**src/iapm_pkg.sv**
```systemverilog
// constants and carrier types for the io auto power manager
package iapm_pkg;
  localparam logic [2:0] FDC_STATUS_A = 3'h0;
  localparam logic [2:0] FDC_STATUS_B = 3'h1;
  localparam logic [2:0] DRIVE_OUTPUT_CONTROL = 3'h2;
  localparam logic [2:0] DATA_RATE_SELECT = 3'h4;
  localparam logic [2:0] MAIN_STATUS = 3'h4;
  localparam logic [2:0] FIFO_DATA = 3'h5;
  localparam logic [2:0] DRIVE_INPUT_STATUS = 3'h7;
  localparam logic [2:0] RATE_CONFIGURATION = 3'h7;
  // configuration bit positions
  localparam int FDC_POWER_BIT = 3;
  localparam int PAR_POWER_BIT = 2;
  localparam int AUTO_FDC_BIT = 7;
  localparam int AUTO_PAR_BIT = 4;
  localparam int AUTO_SER1_BIT = 5;
  localparam int AUTO_SER2_BIT = 6;
  localparam int SER1_POWER_BIT = 3;
  localparam int SER2_POWER_BIT = 7;
  // drive output control fields
  localparam int DOC_MOTOR_LO = 4;
  localparam int DOC_RESET_N_BIT = 2;
  // data rate select fields
  localparam int DRS_RESET_BIT = 7;
  localparam int DRS_POWERDOWN_BIT = 6;
  localparam logic [7:0] MAIN_STATUS_IDLE = 8'h80;
  localparam logic [7:0] DOC_RESET = 8'h00;
  localparam logic [7:0] DRS_RESET = 8'h02;
  // extended control mode codes
  localparam logic [2:0] ECR_EPP = 3'h4;
  localparam logic [2:0] ECR_ECP = 3'h3;
  // timing
  localparam int CLK_FREQ_KHZ = 25000;
  localparam int FDC_PD_TIME_MS = 10;
  localparam int FDC_PD_CYCLES = FDC_PD_TIME_MS * CLK_FREQ_KHZ;
  localparam int TIMER_W = 18;

  typedef enum logic [0:0] {
    FDC_RUN = 1'b0,
    FDC_AUTO_PD = 1'b1
  } iapm_fdc_state_type;

  typedef struct packed {
    logic [7:0] status_a;
    logic [7:0] status_b;
    logic [7:0] main_status;
    logic [7:0] fifo_rdata;
    logic [7:0] drive_input;
    logic interrupt;
    logic head_unload_expired;
  } iapm_fdc_core_type;

  typedef struct packed {
    logic motor_on_0_n;
    logic drive_select_0_n;
    logic step_direction_n;
    logic step_pulse_n;
    logic write_data_out_n;
    logic write_gate_n;
    logic head_select_n;
    logic [1:0] density_select;
  } iapm_fdd_out_type;

  typedef struct packed {
    logic read_data_in_n;
    logic write_protect_in_n;
    logic track_zero_in_n;
    logic index_pulse_in_n;
    logic disk_change_in_n;
  } iapm_fdd_in_type;

  typedef struct packed {
    logic tx_buf_empty;
    logic tx_shift_empty;
    logic rx_fifo_empty;
    logic rx_wait_start;
    logic tx_buf_write;
  } iapm_uart_type;
endpackage

```
**src/iapm_power_manager.sv**
```systemverilog
// power manager for floppy, two serial ports and parallel port
`timescale 1ns/10ps
// Operation
// - fdc config bit 3 directly powers the floppy controller down
// - floppy auto powerdown only while auto enable bit 7 is set
// - enter auto powerdown: motors off, idle status, no irq, timers done
// - powerdown timer starts once auto powerdown is enabled
// - clearing the enable stops the timer and keeps the part awake
// - data-rate powerdown overrides auto powerdown; auto resumes afterwards
// - reset wakes with a reset sequence; access wake preserves all state
// - wake on motor enable, main status read, data read or write
// - after waking the 10 ms timer restarts
// - other accesses keep powerdown; reads true, writes retained
// - control writes wake only on motor bits set or a software reset (drive output bit 2 clear, data rate bit 7 set)
// - host side pins keep working during powerdown
// - tristate motor, select, write data, write gate; others stay active
// - serial power configuration directly powers the ports down
// - transmitter sleeps when buffer and shift register are empty
// - receiver sleeps when fifo empty and awaiting a start bit
// - ring indicator change stays visible while powered down
// - buffer write wakes transmitter; receive line change wakes receiver
// - parallel config bit 2 directly powers the parallel port down
// - epp and ecp auto powerdown only while enable bit 4 is set
// - epp logic sleeps when disabled or not selected in ecp mode
// - ecp logic sleeps when disabled or another mode is selected
module iapm_power_manager import iapm_pkg::*; #(
  parameter int PD_CYCLES = FDC_PD_CYCLES
) (
  input wire logic i_clk,
  input wire logic i_rst,
  input wire logic [2:0] i_fdc_addr,
  input wire logic i_fdc_rd,
  input wire logic i_fdc_wr,
  input wire logic [7:0] i_fdc_wdata,
  output logic [7:0] o_fdc_rdata,
  input wire iapm_fdc_core_type i_fdc_core,
  input wire logic [7:0] i_fdc_logical_config,
  input wire logic [7:0] i_parallel_power_config,
  input wire logic [7:0] i_serial_power_config,
  input wire logic [7:0] i_auto_powerdown_enables,
  input wire iapm_fdd_out_type i_fdd_core_out,
  input wire iapm_fdd_in_type i_fdd_pins,
  input wire iapm_uart_type [1:0] i_uart,
  input wire logic [1:0] i_serial_receive_in,
  input wire logic [1:0] i_ring_indicator,
  input wire logic i_epp_enabled,
  input wire logic i_ecp_enabled,
  input wire logic [2:0] i_ecr_mode,
  output logic [7:0] o_drive_output_control,
  output logic [7:0] o_data_rate_select,
  output logic [7:0] o_rate_configuration,
  output logic o_fifo_wr,
  output logic o_fifo_rd,
  output logic [7:0] o_fifo_wdata,
  output logic o_fdc_soft_reset,
  output logic o_fdc_powered_down,
  output logic o_fdc_auto_powered_down,
  output iapm_fdd_out_type o_fdd_pins,
  output logic [3:0] o_fdd_pins_oe_n,
  output iapm_fdd_in_type o_fdd_in_sync,
  output logic [1:0] o_tx_powered_down,
  output logic [1:0] o_rx_powered_down,
  output logic [1:0] o_ring_change,
  output logic [1:0] o_serial_powered_down,
  output logic o_parallel_powered_down,
  output logic o_epp_powered_down,
  output logic o_ecp_powered_down
);

  typedef struct packed {
    iapm_fdc_state_type fdc_state;
    logic [TIMER_W-1:0] timer;
    logic timer_done;
    logic dsr_pd;
    logic fdc_pd;
    logic soft_reset;
    logic [7:0] doc;
    logic [7:0] drs;
    logic [7:0] rate_configuration;
    logic [7:0] rdata;
    logic fifo_wr;
    logic fifo_rd;
    logic [7:0] fifo_wdata;
    iapm_fdd_out_type fdd;
    logic [3:0] fdd_oe_n;
    iapm_fdd_in_type fdd_s1;
    iapm_fdd_in_type fdd_s2;
    logic [1:0] rxd_s1;
    logic [1:0] rxd_s2;
    logic [1:0] rxd_last;
    logic [1:0] ri_s1;
    logic [1:0] ri_s2;
    logic [1:0] ri_last;
    logic [1:0] ri_change;
    logic [1:0] tx_pd;
    logic [1:0] rx_pd;
    logic [1:0] ser_pd;
    logic par_pd;
    logic epp_pd;
    logic ecp_pd;
  } iapm_state_type;

  localparam logic [TIMER_W-1:0] TIMER_LAST =
    TIMER_W'(PD_CYCLES - 1);

  iapm_state_type st;
  iapm_state_type next_st;

  // decode of one fdc register access at a given offset
  function automatic logic hit(input logic [2:0] addr,
                               input logic [2:0] offset);
    hit = (addr == offset);
  endfunction

  logic auto_fdc_en;
  logic direct_fdc_pd;
  logic sw_reset_wr;
  logic motor_wr;
  logic access_wake;
  logic fdc_idle;
  logic [1:0] ser_auto_en;
  logic [1:0] ser_direct_pd;
  logic par_auto_en;

  always_comb begin
    auto_fdc_en = i_auto_powerdown_enables[AUTO_FDC_BIT];
    // config bit clear means the floppy block is switched off
    direct_fdc_pd = ~i_fdc_logical_config[FDC_POWER_BIT];
    ser_auto_en[0] = i_auto_powerdown_enables[AUTO_SER1_BIT];
    ser_auto_en[1] = i_auto_powerdown_enables[AUTO_SER2_BIT];
    ser_direct_pd[0] = ~i_serial_power_config[SER1_POWER_BIT];
    ser_direct_pd[1] = ~i_serial_power_config[SER2_POWER_BIT];
    par_auto_en = i_auto_powerdown_enables[AUTO_PAR_BIT];
    // writes that wake: motor bits or a software reset bit
    motor_wr = i_fdc_wr & hit(i_fdc_addr, DRIVE_OUTPUT_CONTROL)
      & (|i_fdc_wdata[7:DOC_MOTOR_LO]);
    sw_reset_wr = i_fdc_wr & (
      (hit(i_fdc_addr, DRIVE_OUTPUT_CONTROL)
        & ~i_fdc_wdata[DOC_RESET_N_BIT])
      | (hit(i_fdc_addr, DATA_RATE_SELECT)
        & i_fdc_wdata[DRS_RESET_BIT]));
    // reading drive output control is deliberately not a wake source
    access_wake = motor_wr
      | (i_fdc_rd & hit(i_fdc_addr, MAIN_STATUS))
      | ((i_fdc_rd | i_fdc_wr) & hit(i_fdc_addr, FIFO_DATA));
    fdc_idle = (st.doc[7:DOC_MOTOR_LO] == 4'h0)
      & (i_fdc_core.main_status == MAIN_STATUS_IDLE)
      & ~i_fdc_core.interrupt
      & i_fdc_core.head_unload_expired;
  end

  always_comb begin
    next_st = st;
    next_st.soft_reset = 1'b0;
    next_st.fifo_wr = 1'b0;
    next_st.fifo_rd = 1'b0;

    // reset first, so a powerdown bit in the same write still wins
    if (sw_reset_wr) begin
      next_st.soft_reset = 1'b1;
      next_st.dsr_pd = 1'b0;
    end

    // register writes are always stored, awake or not
    if (i_fdc_wr) begin
      case (i_fdc_addr)
        DRIVE_OUTPUT_CONTROL: begin
          next_st.doc = i_fdc_wdata;
        end
        DATA_RATE_SELECT: begin
          next_st.drs = i_fdc_wdata;
          if (i_fdc_wdata[DRS_POWERDOWN_BIT]) begin
            next_st.dsr_pd = 1'b1;
          end
        end
        FIFO_DATA: begin
          next_st.fifo_wr = 1'b1;
          next_st.fifo_wdata = i_fdc_wdata;
        end
        RATE_CONFIGURATION: begin
          next_st.rate_configuration = i_fdc_wdata;
        end
        default: begin
        end
      endcase
    end

    // reads show live status even while asleep
    if (i_fdc_rd) begin
      case (i_fdc_addr)
        FDC_STATUS_A: next_st.rdata = i_fdc_core.status_a;
        FDC_STATUS_B: next_st.rdata = i_fdc_core.status_b;
        DRIVE_OUTPUT_CONTROL: next_st.rdata = st.doc;
        MAIN_STATUS: next_st.rdata = i_fdc_core.main_status;
        FIFO_DATA: begin
          next_st.rdata = i_fdc_core.fifo_rdata;
          next_st.fifo_rd = 1'b1;
        end
        DRIVE_INPUT_STATUS: next_st.rdata = i_fdc_core.drive_input;
        default: next_st.rdata = 8'h00;
      endcase
    end

    // counter on the host clock; restarts on any wake or disable
    if (!auto_fdc_en || next_st.dsr_pd || access_wake
        || sw_reset_wr) begin
      next_st.timer = '0;
      next_st.timer_done = 1'b0;
    end else if (st.fdc_state == FDC_RUN && !st.timer_done) begin
      if (st.timer == TIMER_LAST) begin
        next_st.timer_done = 1'b1;
      end else begin
        next_st.timer = st.timer + 1'b1;
      end
    end

    case (st.fdc_state)
      FDC_RUN: begin
        if (auto_fdc_en && !next_st.dsr_pd && st.timer_done
            && fdc_idle && !access_wake && !sw_reset_wr) begin
          next_st.fdc_state = FDC_AUTO_PD;
        end
      end
      FDC_AUTO_PD: begin
        // access wake keeps every register as it was
        if (!auto_fdc_en || access_wake || sw_reset_wr
            || next_st.dsr_pd) begin
          next_st.fdc_state = FDC_RUN;
        end
      end
      default: next_st.fdc_state = FDC_RUN;
    endcase

    next_st.fdc_pd = direct_fdc_pd | next_st.dsr_pd
      | (next_st.fdc_state == FDC_AUTO_PD);

    // drive pins: tristate the drive-facing strobes when asleep
    next_st.fdd = i_fdd_core_out;
    next_st.fdd_oe_n = {4{next_st.fdc_pd}};

    // synchronisers for pins from outside the clock domain
    next_st.fdd_s1 = i_fdd_pins;
    next_st.fdd_s2 = st.fdd_s1;
    next_st.rxd_s1 = i_serial_receive_in;
    next_st.rxd_s2 = st.rxd_s1;
    next_st.rxd_last = st.rxd_s2;
    next_st.ri_s1 = i_ring_indicator;
    next_st.ri_s2 = st.ri_s1;
    next_st.ri_last = st.ri_s2;

    for (int p = 0; p < 2; p++) begin
      next_st.ser_pd[p] = ser_direct_pd[p];
      // ring change is tracked regardless of power state
      next_st.ri_change[p] = st.ri_s2[p] ^ st.ri_last[p];
      if (!ser_auto_en[p] || i_uart[p].tx_buf_write) begin
        next_st.tx_pd[p] = 1'b0;
      end else if (i_uart[p].tx_buf_empty
                   && i_uart[p].tx_shift_empty) begin
        next_st.tx_pd[p] = 1'b1;
      end else begin
        next_st.tx_pd[p] = 1'b0;
      end
      if (!ser_auto_en[p] || (st.rxd_s2[p] ^ st.rxd_last[p])) begin
        next_st.rx_pd[p] = 1'b0;
      end else if (i_uart[p].rx_fifo_empty
                   && i_uart[p].rx_wait_start) begin
        next_st.rx_pd[p] = 1'b1;
      end else begin
        next_st.rx_pd[p] = 1'b0;
      end
    end

    // parallel port, re-evaluated every cycle so mode changes apply
    next_st.par_pd = ~i_parallel_power_config[PAR_POWER_BIT];
    next_st.epp_pd = par_auto_en & (~i_epp_enabled
      | (i_ecp_enabled & (i_ecr_mode != ECR_EPP)));
    next_st.ecp_pd = par_auto_en & (~i_ecp_enabled
      | (i_ecr_mode != ECR_ECP));
  end

  // synchronous reset gives the normal reset sequence
  always_ff @(posedge i_clk) begin
    if (i_rst) begin
      st <= '0;
      st.doc <= DOC_RESET;
      st.drs <= DRS_RESET;
      st.fdd <= '1;
      st.fdd_oe_n <= 4'hf;
      st.fdd_s1 <= '1;
      st.fdd_s2 <= '1;
      st.rxd_s1 <= 2'h3;
      st.rxd_s2 <= 2'h3;
      st.rxd_last <= 2'h3;
      // idle pin level, so no false ring edge follows reset
      st.ri_s1 <= 2'h3;
      st.ri_s2 <= 2'h3;
      st.ri_last <= 2'h3;
      st.fdc_state <= FDC_RUN;
    end else begin
      st <= next_st;
    end
  end

  // host interface pins are never gated by powerdown
  always_comb begin
    o_fdc_rdata = st.rdata;
    o_drive_output_control = st.doc;
    o_data_rate_select = st.drs;
    o_rate_configuration = st.rate_configuration;
    o_fifo_wr = st.fifo_wr;
    o_fifo_rd = st.fifo_rd;
    o_fifo_wdata = st.fifo_wdata;
    o_fdc_soft_reset = st.soft_reset;
    o_fdc_powered_down = st.fdc_pd;
    o_fdc_auto_powered_down = (st.fdc_state == FDC_AUTO_PD);
    o_fdd_pins = st.fdd;
    o_fdd_pins_oe_n = st.fdd_oe_n;
    o_fdd_in_sync = st.fdd_s2;
    o_tx_powered_down = st.tx_pd;
    o_rx_powered_down = st.rx_pd;
    o_ring_change = st.ri_change;
    o_serial_powered_down = st.ser_pd;
    o_parallel_powered_down = st.par_pd;
    o_epp_powered_down = st.epp_pd;
    o_ecp_powered_down = st.ecp_pd;
  end

endmodule

```
**config.mk**
```make
export PLATFORM = sky130hd
export DESIGN_NAME = iapm_power_manager
export DESIGN_NICKNAME = d
export VERILOG_FILES = /design/src/iapm_pkg.sv /design/src/iapm_power_manager.sv
export SDC_FILE = /design/constraint.sdc
export NUM_CORES = 1
export LEC_CHECK = 0
export CAP_MARGIN = 15
export CORE_MARGIN = 2
export CORE_UTILIZATION = 45
export CTS_CLUSTER_DIAMETER = 200
export DETAILED_ROUTE_END_ITERATION = 12
export DONT_BUFFER_PORTS = 1
export GPL_ROUTABILITY_DRIVEN = 0
export MAX_ROUTING_LAYER = met4
export PLACE_DENSITY = 0.65
export RECOVER_POWER = 25
export SYNTH_ARGS = -nofsm -noshare
export SYNTH_HDL_FRONTEND = slang
export SYNTH_SLANG_ARGS = --single-unit
export TNS_END_PERCENT = 1
```
**constraint.sdc**
```tcl
create_clock -name i_clk -period 3.4 [get_ports i_clk]
set_input_delay 0.17 -clock i_clk [delete_from_list [all_inputs] [get_ports i_clk]]
set_output_delay 0.17 -clock i_clk [all_outputs]
set_load 0.05 [all_outputs]
```
==> flow_summary.yaml, run 1 <==
run_status:
  status: "finished, final reports clean"
synthesis:
  synth_cell_types: 60
  netlist_area_mm2: 0.00485
  synth_cells: 538
  synth-seq-cells: 108
  synth_area_leader_cell: "dfxtp_1"
  ys_async_sr_fraction_pct: 0
  ys.flop_type: "dfxtp_1"
  ys_top_cells_by_area: "dfxtp_1 45%, buf_4 10%, nand2_1 6.7%, or2_2 4.3%, a21oi_1 4.1%"
  synth_top_area_share_pct: 44.6
  seq_area_frac_synth_pct: 44.6
  syn-num-nets: 661
  synth_edf_count: 0
  avgSynthCellArea_um2: 9.01
  yosys_warnings: 0
hold_path:
  min_path_type: "primary input to flop"
job:
  maxCapViolations: 0
sta:
  setup_ws_ns: 1.42
  final-setup-viol-count: 0
  period_share_pct: 58.4
  max-slew-margin-rel_pct: 29.9
  whs_ns: 0.0300
  worst_pin_slew_ns: 1.05
  hold_viol_final: 0
  fin_tns_setup_ns: 0
  rsz0062_at_grt: "no"
  skew_ns: 0.0105
  max_freq_mhz: 504
  fin_crit_ns: 1.98
  slew_violations: 0
detailed_routing:
  vias: 3668
  first_pass_iters: 4
  route.antenna.remaining_nets: 0
  drtIter0Drc: 262
  wl_per_cell_um: 18.0
  routed_wl_um: 11700
  vias_per_cell: 5.63
  route.detailed.drc: 0
clock_network:
  cts_sinks: 108
  post_cts_resized: 0
  cts_tree: "yes"
  cts_made_buffers: 9
  htreeDepth: 3
  clockBufferDepth: 2
  postCtsHoldBufs: 53
  clk_pin_slew_worst_paths_ns: 0.10
  root_buffer: "clkbuf_8"
  worstSkewPairLatency_ns: 0.36
  post_cts_buffers: 0
layout:
  final_nets: 633
  area_growth_pct: 6.86
  multiInputGateArea_mm2: 0.00203
  finalInstanceArea_mm2: 0.00518
  fillerInstances: 962
  regArea_mm2: 0.00216
  drive_gt1_share_pct: 13.0
die:
  start_util_pct: 46.6
  num_rows: 37
  dieArea_mm2: 0.0116
  coreArea_mm2: 0.0104
  dieWidth_um: 108
  io_pins: 196
  die_y_um: 108
power:
  power_leakage_uw: 0.00181
  total_power_uw: 2540
  power.density_mw_per_mm2: 490
  vdd_ir_drop_max_uv: 248
place:
  portBuffers: 0
  placedInstanceArea_mm2: 0.00440
  dp_hpwl_um: 7540
  pre_cts_slack_ns: 1.34
critical_path:
  worstSetupStartpoint: "o_fdc_auto_powered_down$_SDFF_PP0_"
  start_kind: "flop"
  r2r_end: "st[109]$_SDFFE_PP0P_"
  crit_path_end_kind: "flop"
  path_cells: "and4bb_2 -> nand3_4 -> or4_1 -> a211oi_2"
  setup.worst_path.class: "flop to flop"
  required_ns: 3.68
  crit_slowest_cell: "dfxtp_1"
  r2r_start: "o_fdc_auto_powered_down$_SDFF_PP0_"
  cp.arrival_ns: 2.26
  cp_max_fo: 8
  slowest_delay_ns: 0.54
  ff2ff_path_depth: 4
  rrSetupSlack_ns: 1.42
  critPathCapture: "st[109]$_SDFFE_PP0P_"
global_route:
  met2_usage_pct: 34.9
  grt_pass1_wl_um: 18400
  antenna_found_initial: 1
  track_usage_pct: 20.8
  grt_remaining_overflow: 0
  grt_use_met1_pct: 23.4
  global_route.usage.met3_pct: 7.08
  grt_pass1_vias: 3589
  grt_max_degree: 72
  grt-busiest-layer: "met2"
==> registers in the layout (all words and copies together), names as in the netlist, 2 cells and up <==
name and cells:
o_fdd_in_sync 5, o_fifo_wdata 8, next_st 13, o_ring_change 2
o_rate_configuration 8, o_serial_powered_down 2, st 24, o_rx_powered_down 2
o_fdc_rdata 8, o_fdd_pins 9, o_tx_powered_down 2, o_drive_output_control 8
o_data_rate_select 8
==> worst min-delay path by stage <==
stage,end,depth (start not counted),slack [ns],start
after floorplan,o_parallel_powered_down$_SDFF_PP0_,1,0.24,i_parallel_power_config[2]
after global placement,o_parallel_powered_down$_SDFF_PP0_,1,0.24,i_parallel_power_config[2]
after detailed placement,o_serial_powered_down[0]$_SDFF_PP0_,1,0.24,i_serial_power_config[3]
after CTS,st[90]$_SDFF_PP0_,2,0.009,i_fdc_wdata[6]
after global routing,st[90]$_SDFF_PP0_,2,0.02,i_fdc_wdata[6]
final,st[90]$_SDFF_PP0_,2,0.03,i_fdc_wdata[6]
==> cells by family (layout without fill, tap and decap cells) <==
family | Yosys count | after routing | share of synthesized area, %
buffers and inverters | 98 | 75 | 13.5
multiplexers | 9 | 9 | 1.93
adder cells (fa/ha/maj) | 1 | 1 | 0.258
flip-flops | 108 | 108 | 44.6
AO/OA/AOI/OAI | 101 | 101 | 14.4
XOR/XNOR | 12 | 12 | 2.17
other | 0 | 1 | 0
AND/OR/NAND/NOR | 209 | 209 | 23.2
==> cells in the mapped netlist (all sizes together) (5+ instances only) <==
library cell and instances:
nor2 10, nand2b 5, a211oi 9, clkbuf 13, or2 34, a22o 5, nand4 9, buf 81
or3 5, a21oi 40, mux2i 6, o21ai 6, o211ai 6, nor3 18, nand3 9, nand2 89
xor2 8, dfxtp 108, and3 8, a22oi 6
==> stage by stage <==
stage,util [%],cells
after floorplan,-,538
after global placement,42.2,582
after detailed placement,42.2,582
after CTS,49.8,651
after global routing,49.8,652
final,49.8,652
==> power breakdown <==
| group | switching [uW] | internal (uW) | total [uW] |
|---|---|---|---|
| clock network | 434 | 496 | 930 |
| registers | 132 | 1300 | 1440 |
| logic | 79.9 | 95.0 | 175 |
| total | 646 | 1890 | 2540 |
==> placed cells by master (no fill, tap or decap), drive strengths merged, types with 4 or more instances in the layout <==
cell type / count
or2: 34
o21ai: 6
nand2: 89
o211ai: 6
xor2: 8
a22oi: 6
nand2b: 5
a311oi: 4
a22o: 5
a211oi: 9
or3: 5
nand3: 9
a21oi: 40
clkbuf: 11
nor3: 18
nor2: 10
dfxtp: 108
o221ai: 4
dlygate4sd3: 52
mux2i: 6
nand4: 9
xnor2: 4
and3: 8
inv: 5
==> final cells by class <==
type | instances | share of cell area, %
diodes | 1 | 0.0483
clock buffers | 11 | 2.54
clock inverters | 5 | 2.10
inverters | 4 | 0.290
multi-input cells | 332 | 39.1
flip-flops and latches | 108 | 41.7
well taps | 136 | 3.28
repair buffers | 55 | 10.9
==> metal layers <==
layer | up-vias | share of wire, %
li1 | 1759 | -
met1 | 1747 | 40
met5 | - | 0
met3 | 19 | 8.1
met2 | 143 | 50
met4 | 0 | 1.7
==> critical path: cells and delay by family, from the launching register on <==
kind | cells | cell delay (ns)
AOI/OAI and AO/OA | 1 | 0.21
DFF | 1 | 0.54
and+or+nand+nor | 3 | 1.16
(Power assumes the default switching activity.)
==> run 2, diff against run 1 <==
Clock period 3.4 ns to 2 ns, I/O delays scaled along.
==> run 2 against run 1 <==
  * First-iteration DRC count decreased by 11%
  * Fmax increased by 9.2%
  * Via count increased by 1.5%
  * Global-route usage decreased by 0.22 points
  * Total power increased by 61%
  * Sequential share of layout area decreased by 1.1 points
  * Largest cell class unchanged
  * Die area unchanged
  * Final cell count increased by 3.1%
==> flow_summary.yaml, run 2 (synthesized netlist as in run 1, its figures left out) <==
power:
  power.density_mw_per_mm2: 768
  p_clk_share_pct: 32.6
  combPwrFrac_pct: 8.6
  p_seq_share_pct: 58.8
  p_int_uw: 3010
  net-switching-power_uw: 1090
  vdd_ir_drop_max_uv: 500
  power_leakage_uw: 0.00190
  switching_share_pct: 26.6
sta:
  whs_ns: 0.0232
  max_freq_mhz: 550
  slew_violations: 0
  fin_crit_ns: 1.82
  hold_viol_final: 0
  fin_tns_setup_ns: 0
  max-slew-margin-rel_pct: 55.5
  rsz0062_at_grt: "no"
  worst_pin_slew_ns: 0.667
  skew_ns: 0.0121
  final-setup-viol-count: 0
  period_share_pct: 90.9
critical_path:
  cp_max_fo: 8
  cp_num_buf_inv: 1
  worstSetupStartpoint: "st[92]$_SDFFE_PP0P_"
  crit_slowest_cell: "dfxtp_1"
  r2r_start: "st[92]$_SDFFE_PP0P_"
  path_cells: "ha_1 -> nand3_1 -> buf_4 -> nor3_4 -> nand3_1 -> a311oi_1"
  setup.worst_path.class: "flop to flop"
  crit_family: "simple AND/OR/NAND/NOR gates"
  slowest_delay_ns: 0.41
  crit_path_end_kind: "flop"
  start_kind: "flop"
  cp.arrival_ns: 2.06
  path_common_cell: "nand3_1"
  required_ns: 2.25
global_route:
  antenna_found_initial: 0
  grt_remaining_overflow: 0
  grt_pass1_vias: 3611
  track_usage_pct: 20.6
  grt_max_degree: 74
  grt_pass1_wl_um: 18300
die:
  die_y_um: 108
  coreArea_mm2: 0.0104
  dieWidth_um: 108
  dieArea_mm2: 0.0116
  io_pins: 196
  num_rows: 37
  start_util_pct: 46.6
hold_path:
  min_path_type: "primary input to flop"
  hp-start: "i_fdc_addr[0]"
detailed_routing:
  drtIter0Drc: 232
  vias: 3722
  first_pass_iters: 4
  top_layer: "met4"
  wl_per_cell_um: 17.7
  vias_per_cell: 5.54
  wl_met1_um: 4780
  routed_wl_um: 11900
  route.detailed.drc: 0
  route.antenna.remaining_nets: 0
  wl_met3_um: 908
  wl_met2_um: 6070
job:
  maxCapViolations: 0
clock_network:
  clockBufferDepth: 2
  root_buffer: "clkbuf_8"
  worstSkewPairLatency_ns: 0.36
  cts_sinks: 108
  cts_tree: "yes"
  cts_made_buffers: 9
  clk_pin_slew_worst_paths_ns: 0.10
  post_cts_buffers: 0
  htreeDepth: 3
layout:
  final_cell_mix: "107 x dfxtp_1, 87 x nand2_1, 57 x dlygate4sd3_1"
  area_growth_pct: 9.88
  fin_util_pct: 51.2
  regArea_mm2: 0.00216
  drive_gt1_share_pct: 16.2
  fillerInstances: 951
  largest_reg_flops: 24
  multiInputGateArea_mm2: 0.00204
  final_nets: 655
  top_register: "st"
  final_common_cell: "dfxtp_1"
  n_antenna_cell: 0
place:
  portBuffers: 0
  dp_hpwl_um: 7750
run_status:
  status: "finished, final reports clean"
[run 2: cell types whose count changed in the layout (fill, tap and decap cells not counted), moves of 2 or more]
cell,change
dlygate4sd3_1,+5
bufinv_16,-2
buf_4,+17
clkbuf_1,-2
[run 2: layout make-up]
cell class,count,area share [%]
Sequential cell,108,40.6
Tap cell,136,3.19
Multi-Input combinational cell,332,38.3
Timing Repair Buffer,77,13.9
Inverter,4,0.282
Clock buffer,10,2.58
Clock inverter,5,1.15
[run 2: what timing repair did]
item | 4_1_cts | 5_1_grt
endpoints found under the hold margin | 87 | 0
hold buffers | 58 | 0
setup endpoints to repair | 0 | 1
resized for setup | 0 | 1
[run 2: stage by stage]
step	instances	worst slack, ns	power, uW	instance area [um2]
finish	672	0.183	4090	5330
global route	672	0.0862	4280	5330
CTS	672	0.0801	4140	5320
detailed placement	599	0.212	2680	4530
global placement	599	0.313	2680	4530
floorplan	538	0.173	2740	4850
[run 2: power groups by stage]
stage	sequential, uW	clock [uW]	combinational [uW]
floorplan	2310	0	433
global placement	2460	0	222
detailed placement	2460	0	228
CTS	2410	1390	348
global route	2410	1480	381
finish	2410	1340	352
[run 2: worst reg2reg max path, delay by kind of cell, from the launching register on]
| kind | cells | cell delay (ns) |
|---|---|---|
| simple gates | 3 | 0.61 |
| flops | 1 | 0.41 |
| compound gates | 1 | 0.32 |
| fa+ha+maj | 1 | 0.21 |
| buf+inv | 1 | 0.17 |
[run 2: metal layers]
layer | vias up | GRT usage, %
met5 | - | -
met4 | 0 | 6.41
met3 | 15 | 6.36
met2 | 127 | 35.1
met1 | 1784 | 23.2
li1 | 1796 | -
[run 2: path summary, 6_finish.rpt]
check	endpoint	slack (ns)	depth (start not counted)
setup / recovery	st[93]$_SDFFE_PP0P_	0.18	6
hold / removal	o_fdc_rdata[5]$_SDFFE_PP0P_	0.02	2
setup reg to reg	st[93]$_SDFFE_PP0P_	0.18	6
hold reg to reg	next_st[12]$_SDFF_PP1_	0.42	1
==> run 3, diff against run 2 <==
Clock period 2 ns to 1.9 ns, I/O delays scaled along.
==> run 3 against run 2 <==
  * Design area about the same
  * Core utilization about the same
  * Sequential share of layout area about the same
  * Via count up 1.1%
  * Largest power group unchanged
  * Largest cell class unchanged
  * Global-route usage up 0.54 points
==> flow_summary.yaml, run 3 (synthesized netlist as in run 1, its figures left out) <==
detailed_routing:
  route.detailed.drc: 0
  routed_wl_um: 12200
  wl_per_cell_um: 17.9
  vias_per_cell: 5.55
  vias: 3764
  first_pass_iters: 5
  drtIter0Drc: 170
  route.antenna.remaining_nets: 0
clock_network:
  worstSkewPairLatency_ns: 0.37
  clk_pin_slew_worst_paths_ns: 0.11
  root_buffer: "clkbuf_8"
  cts_tree: "yes"
  cts_sinks: 108
  post_cts_buffers: 0
  clockBufferDepth: 2
  htreeDepth: 3
  cts_made_buffers: 9
die:
  num_rows: 37
  coreArea_mm2: 0.0104
  die_y_um: 108
  dieWidth_um: 108
  start_util_pct: 46.6
  io_pins: 196
  dieArea_mm2: 0.0116
global_route:
  antenna_found_initial: 0
  grt_remaining_overflow: 0
  track_usage_pct: 21.1
  grt_max_degree: 75
  grt_pass1_vias: 3646
  grt_pass1_wl_um: 18600
power:
  net-switching-power_uw: 1220
  power_leakage_uw: 0.00190
  p_int_uw: 3060
  combPwrFrac_pct: 8.9
  p_seq_share_pct: 59.1
  switching_share_pct: 28.4
  p_clk_share_pct: 32.0
  power.density_mw_per_mm2: 802
  vdd_ir_drop_max_uv: 482
run_status:
  status: "finished, final reports clean"
layout:
  area_growth_pct: 9.98
  largest_reg_flops: 24
  final_nets: 660
  fin_util_pct: 51.2
  top_register: "st"
  n_antenna_cell: 0
  final_common_cell: "dfxtp_1"
  final_cell_mix: "105 x dfxtp_1, 87 x nand2_1, 59 x dlygate4sd3_1"
  drive_gt1_share_pct: 16.1
place:
  dp_hpwl_um: 7860
  portBuffers: 0
sta:
  max_freq_mhz: 558
  max-slew-margin-rel_pct: 48.7
  hold_viol_final: 0
  skew_ns: 0.0148
  rsz0062_at_grt: "no"
  slew_violations: 0
  fin_crit_ns: 1.79
  fin_tns_setup_ns: 0
  worst_pin_slew_ns: 0.770
  final-setup-viol-count: 0
  period_share_pct: 94.4
critical_path:
  setup.worst_path.class: "flop to flop"
  start_kind: "flop"
  cp.arrival_ns: 2.06
  cp_max_fo: 3
  path_cells: "buf_4 -> a22oi_1 -> o221ai_1 -> dlygate4sd3_1 -> a22o_1"
  crit_slowest_cell: "dlygate4sd3_1"
  required_ns: 2.17
  crit_path_end_kind: "flop"
  ff2ff_path_depth: 5
  slowest_delay_ns: 0.58
job:
  maxCapViolations: 0
hold_path:
  min_path_type: "primary input to flop"
  hold_depth: 3
==> run 3: cell type report <==
class	instances	area [um2]
Multi-Input combinational cell	332	2030
Sequential cell	108	2170
Clock buffer	10	138
Inverter	4	15.0
Clock inverter	6	51.3
Tap cell	136	170
Fill cell	980	5080
Timing Repair Buffer	82	764
==> run 3: stage by stage <==
| step | total power (uW) | setup WS [ns] | hold slack (ns) | cell area, um2 | std cells |
|---|---|---|---|---|---|
| floorplan | 2880 | 0.0731 | 0.167 | 4850 | 538 |
| global placement | 2820 | 0.188 | 0.166 | 4550 | 602 |
| detailed placement | 2830 | 0.153 | 0.168 | 4550 | 602 |
| CTS | 4320 | 0.0882 | 0.0209 | 5360 | 678 |
| global route | 4440 | 0.0107 | 0.0514 | 5330 | 678 |
| finish | 4280 | 0.106 | 0.0409 | 5330 | 678 |
==> run 3: path summary, 6_finish.rpt <==
kind,start,endpoint,slack [ns]
setup / recovery,o_drive_output_control[5]$_SDFFE_PP0P_,o_fdc_rdata[5]$_SDFFE_PP0P_,0.11
hold / removal,i_fdc_core[38],o_fdc_rdata[4]$_SDFFE_PP0P_,0.04
setup reg to reg,o_drive_output_control[5]$_SDFFE_PP0P_,o_fdc_rdata[5]$_SDFFE_PP0P_,0.11
hold reg to reg,next_st[26]$_SDFF_PP1_,o_fdd_in_sync[3]$_SDFF_PP1_,0.42
==> run 3: worst max-delay path: cells and delay by family (launching register included) <==
family / cells / cell delay, ns
flip-flops: 1 / 0.33
AO/OA/AOI/OAI: 3 / 0.60
buffers and inverters: 2 / 0.78
==> run 3: what timing repair did <==
item | CTS | global route
resized for setup | 0 | 3
endpoints found under the hold margin | 88 | 0
hold buffers | 60 | 0
setup endpoints to repair | 0 | 6
==> run 3: power groups by stage <==
| stage | clock (uW) | sequential (uW) | combinational (uW) |
|---|---|---|---|
| 2_1_floorplan | 0 | 2430 | 456 |
| 3_3_place_gp | 0 | 2580 | 239 |
| 3_5_place_dp | 0 | 2580 | 246 |
| 4_1_cts | 1410 | 2530 | 378 |
| 5_1_grt | 1490 | 2540 | 412 |
| 6_report | 1370 | 2530 | 380 |
==> run 3: layer usage <==
layer | vias to the layer above | routed length (um) | GRT usage (%)
met1 | 1792 | 4820 | 23.8
met3 | 15 | 934 | 5.93
met4 | 0 | 167 | 7.42
met2 | 153 | 6240 | 36.0
met5 | - | 0 | -
li1 | 1804 | - | -
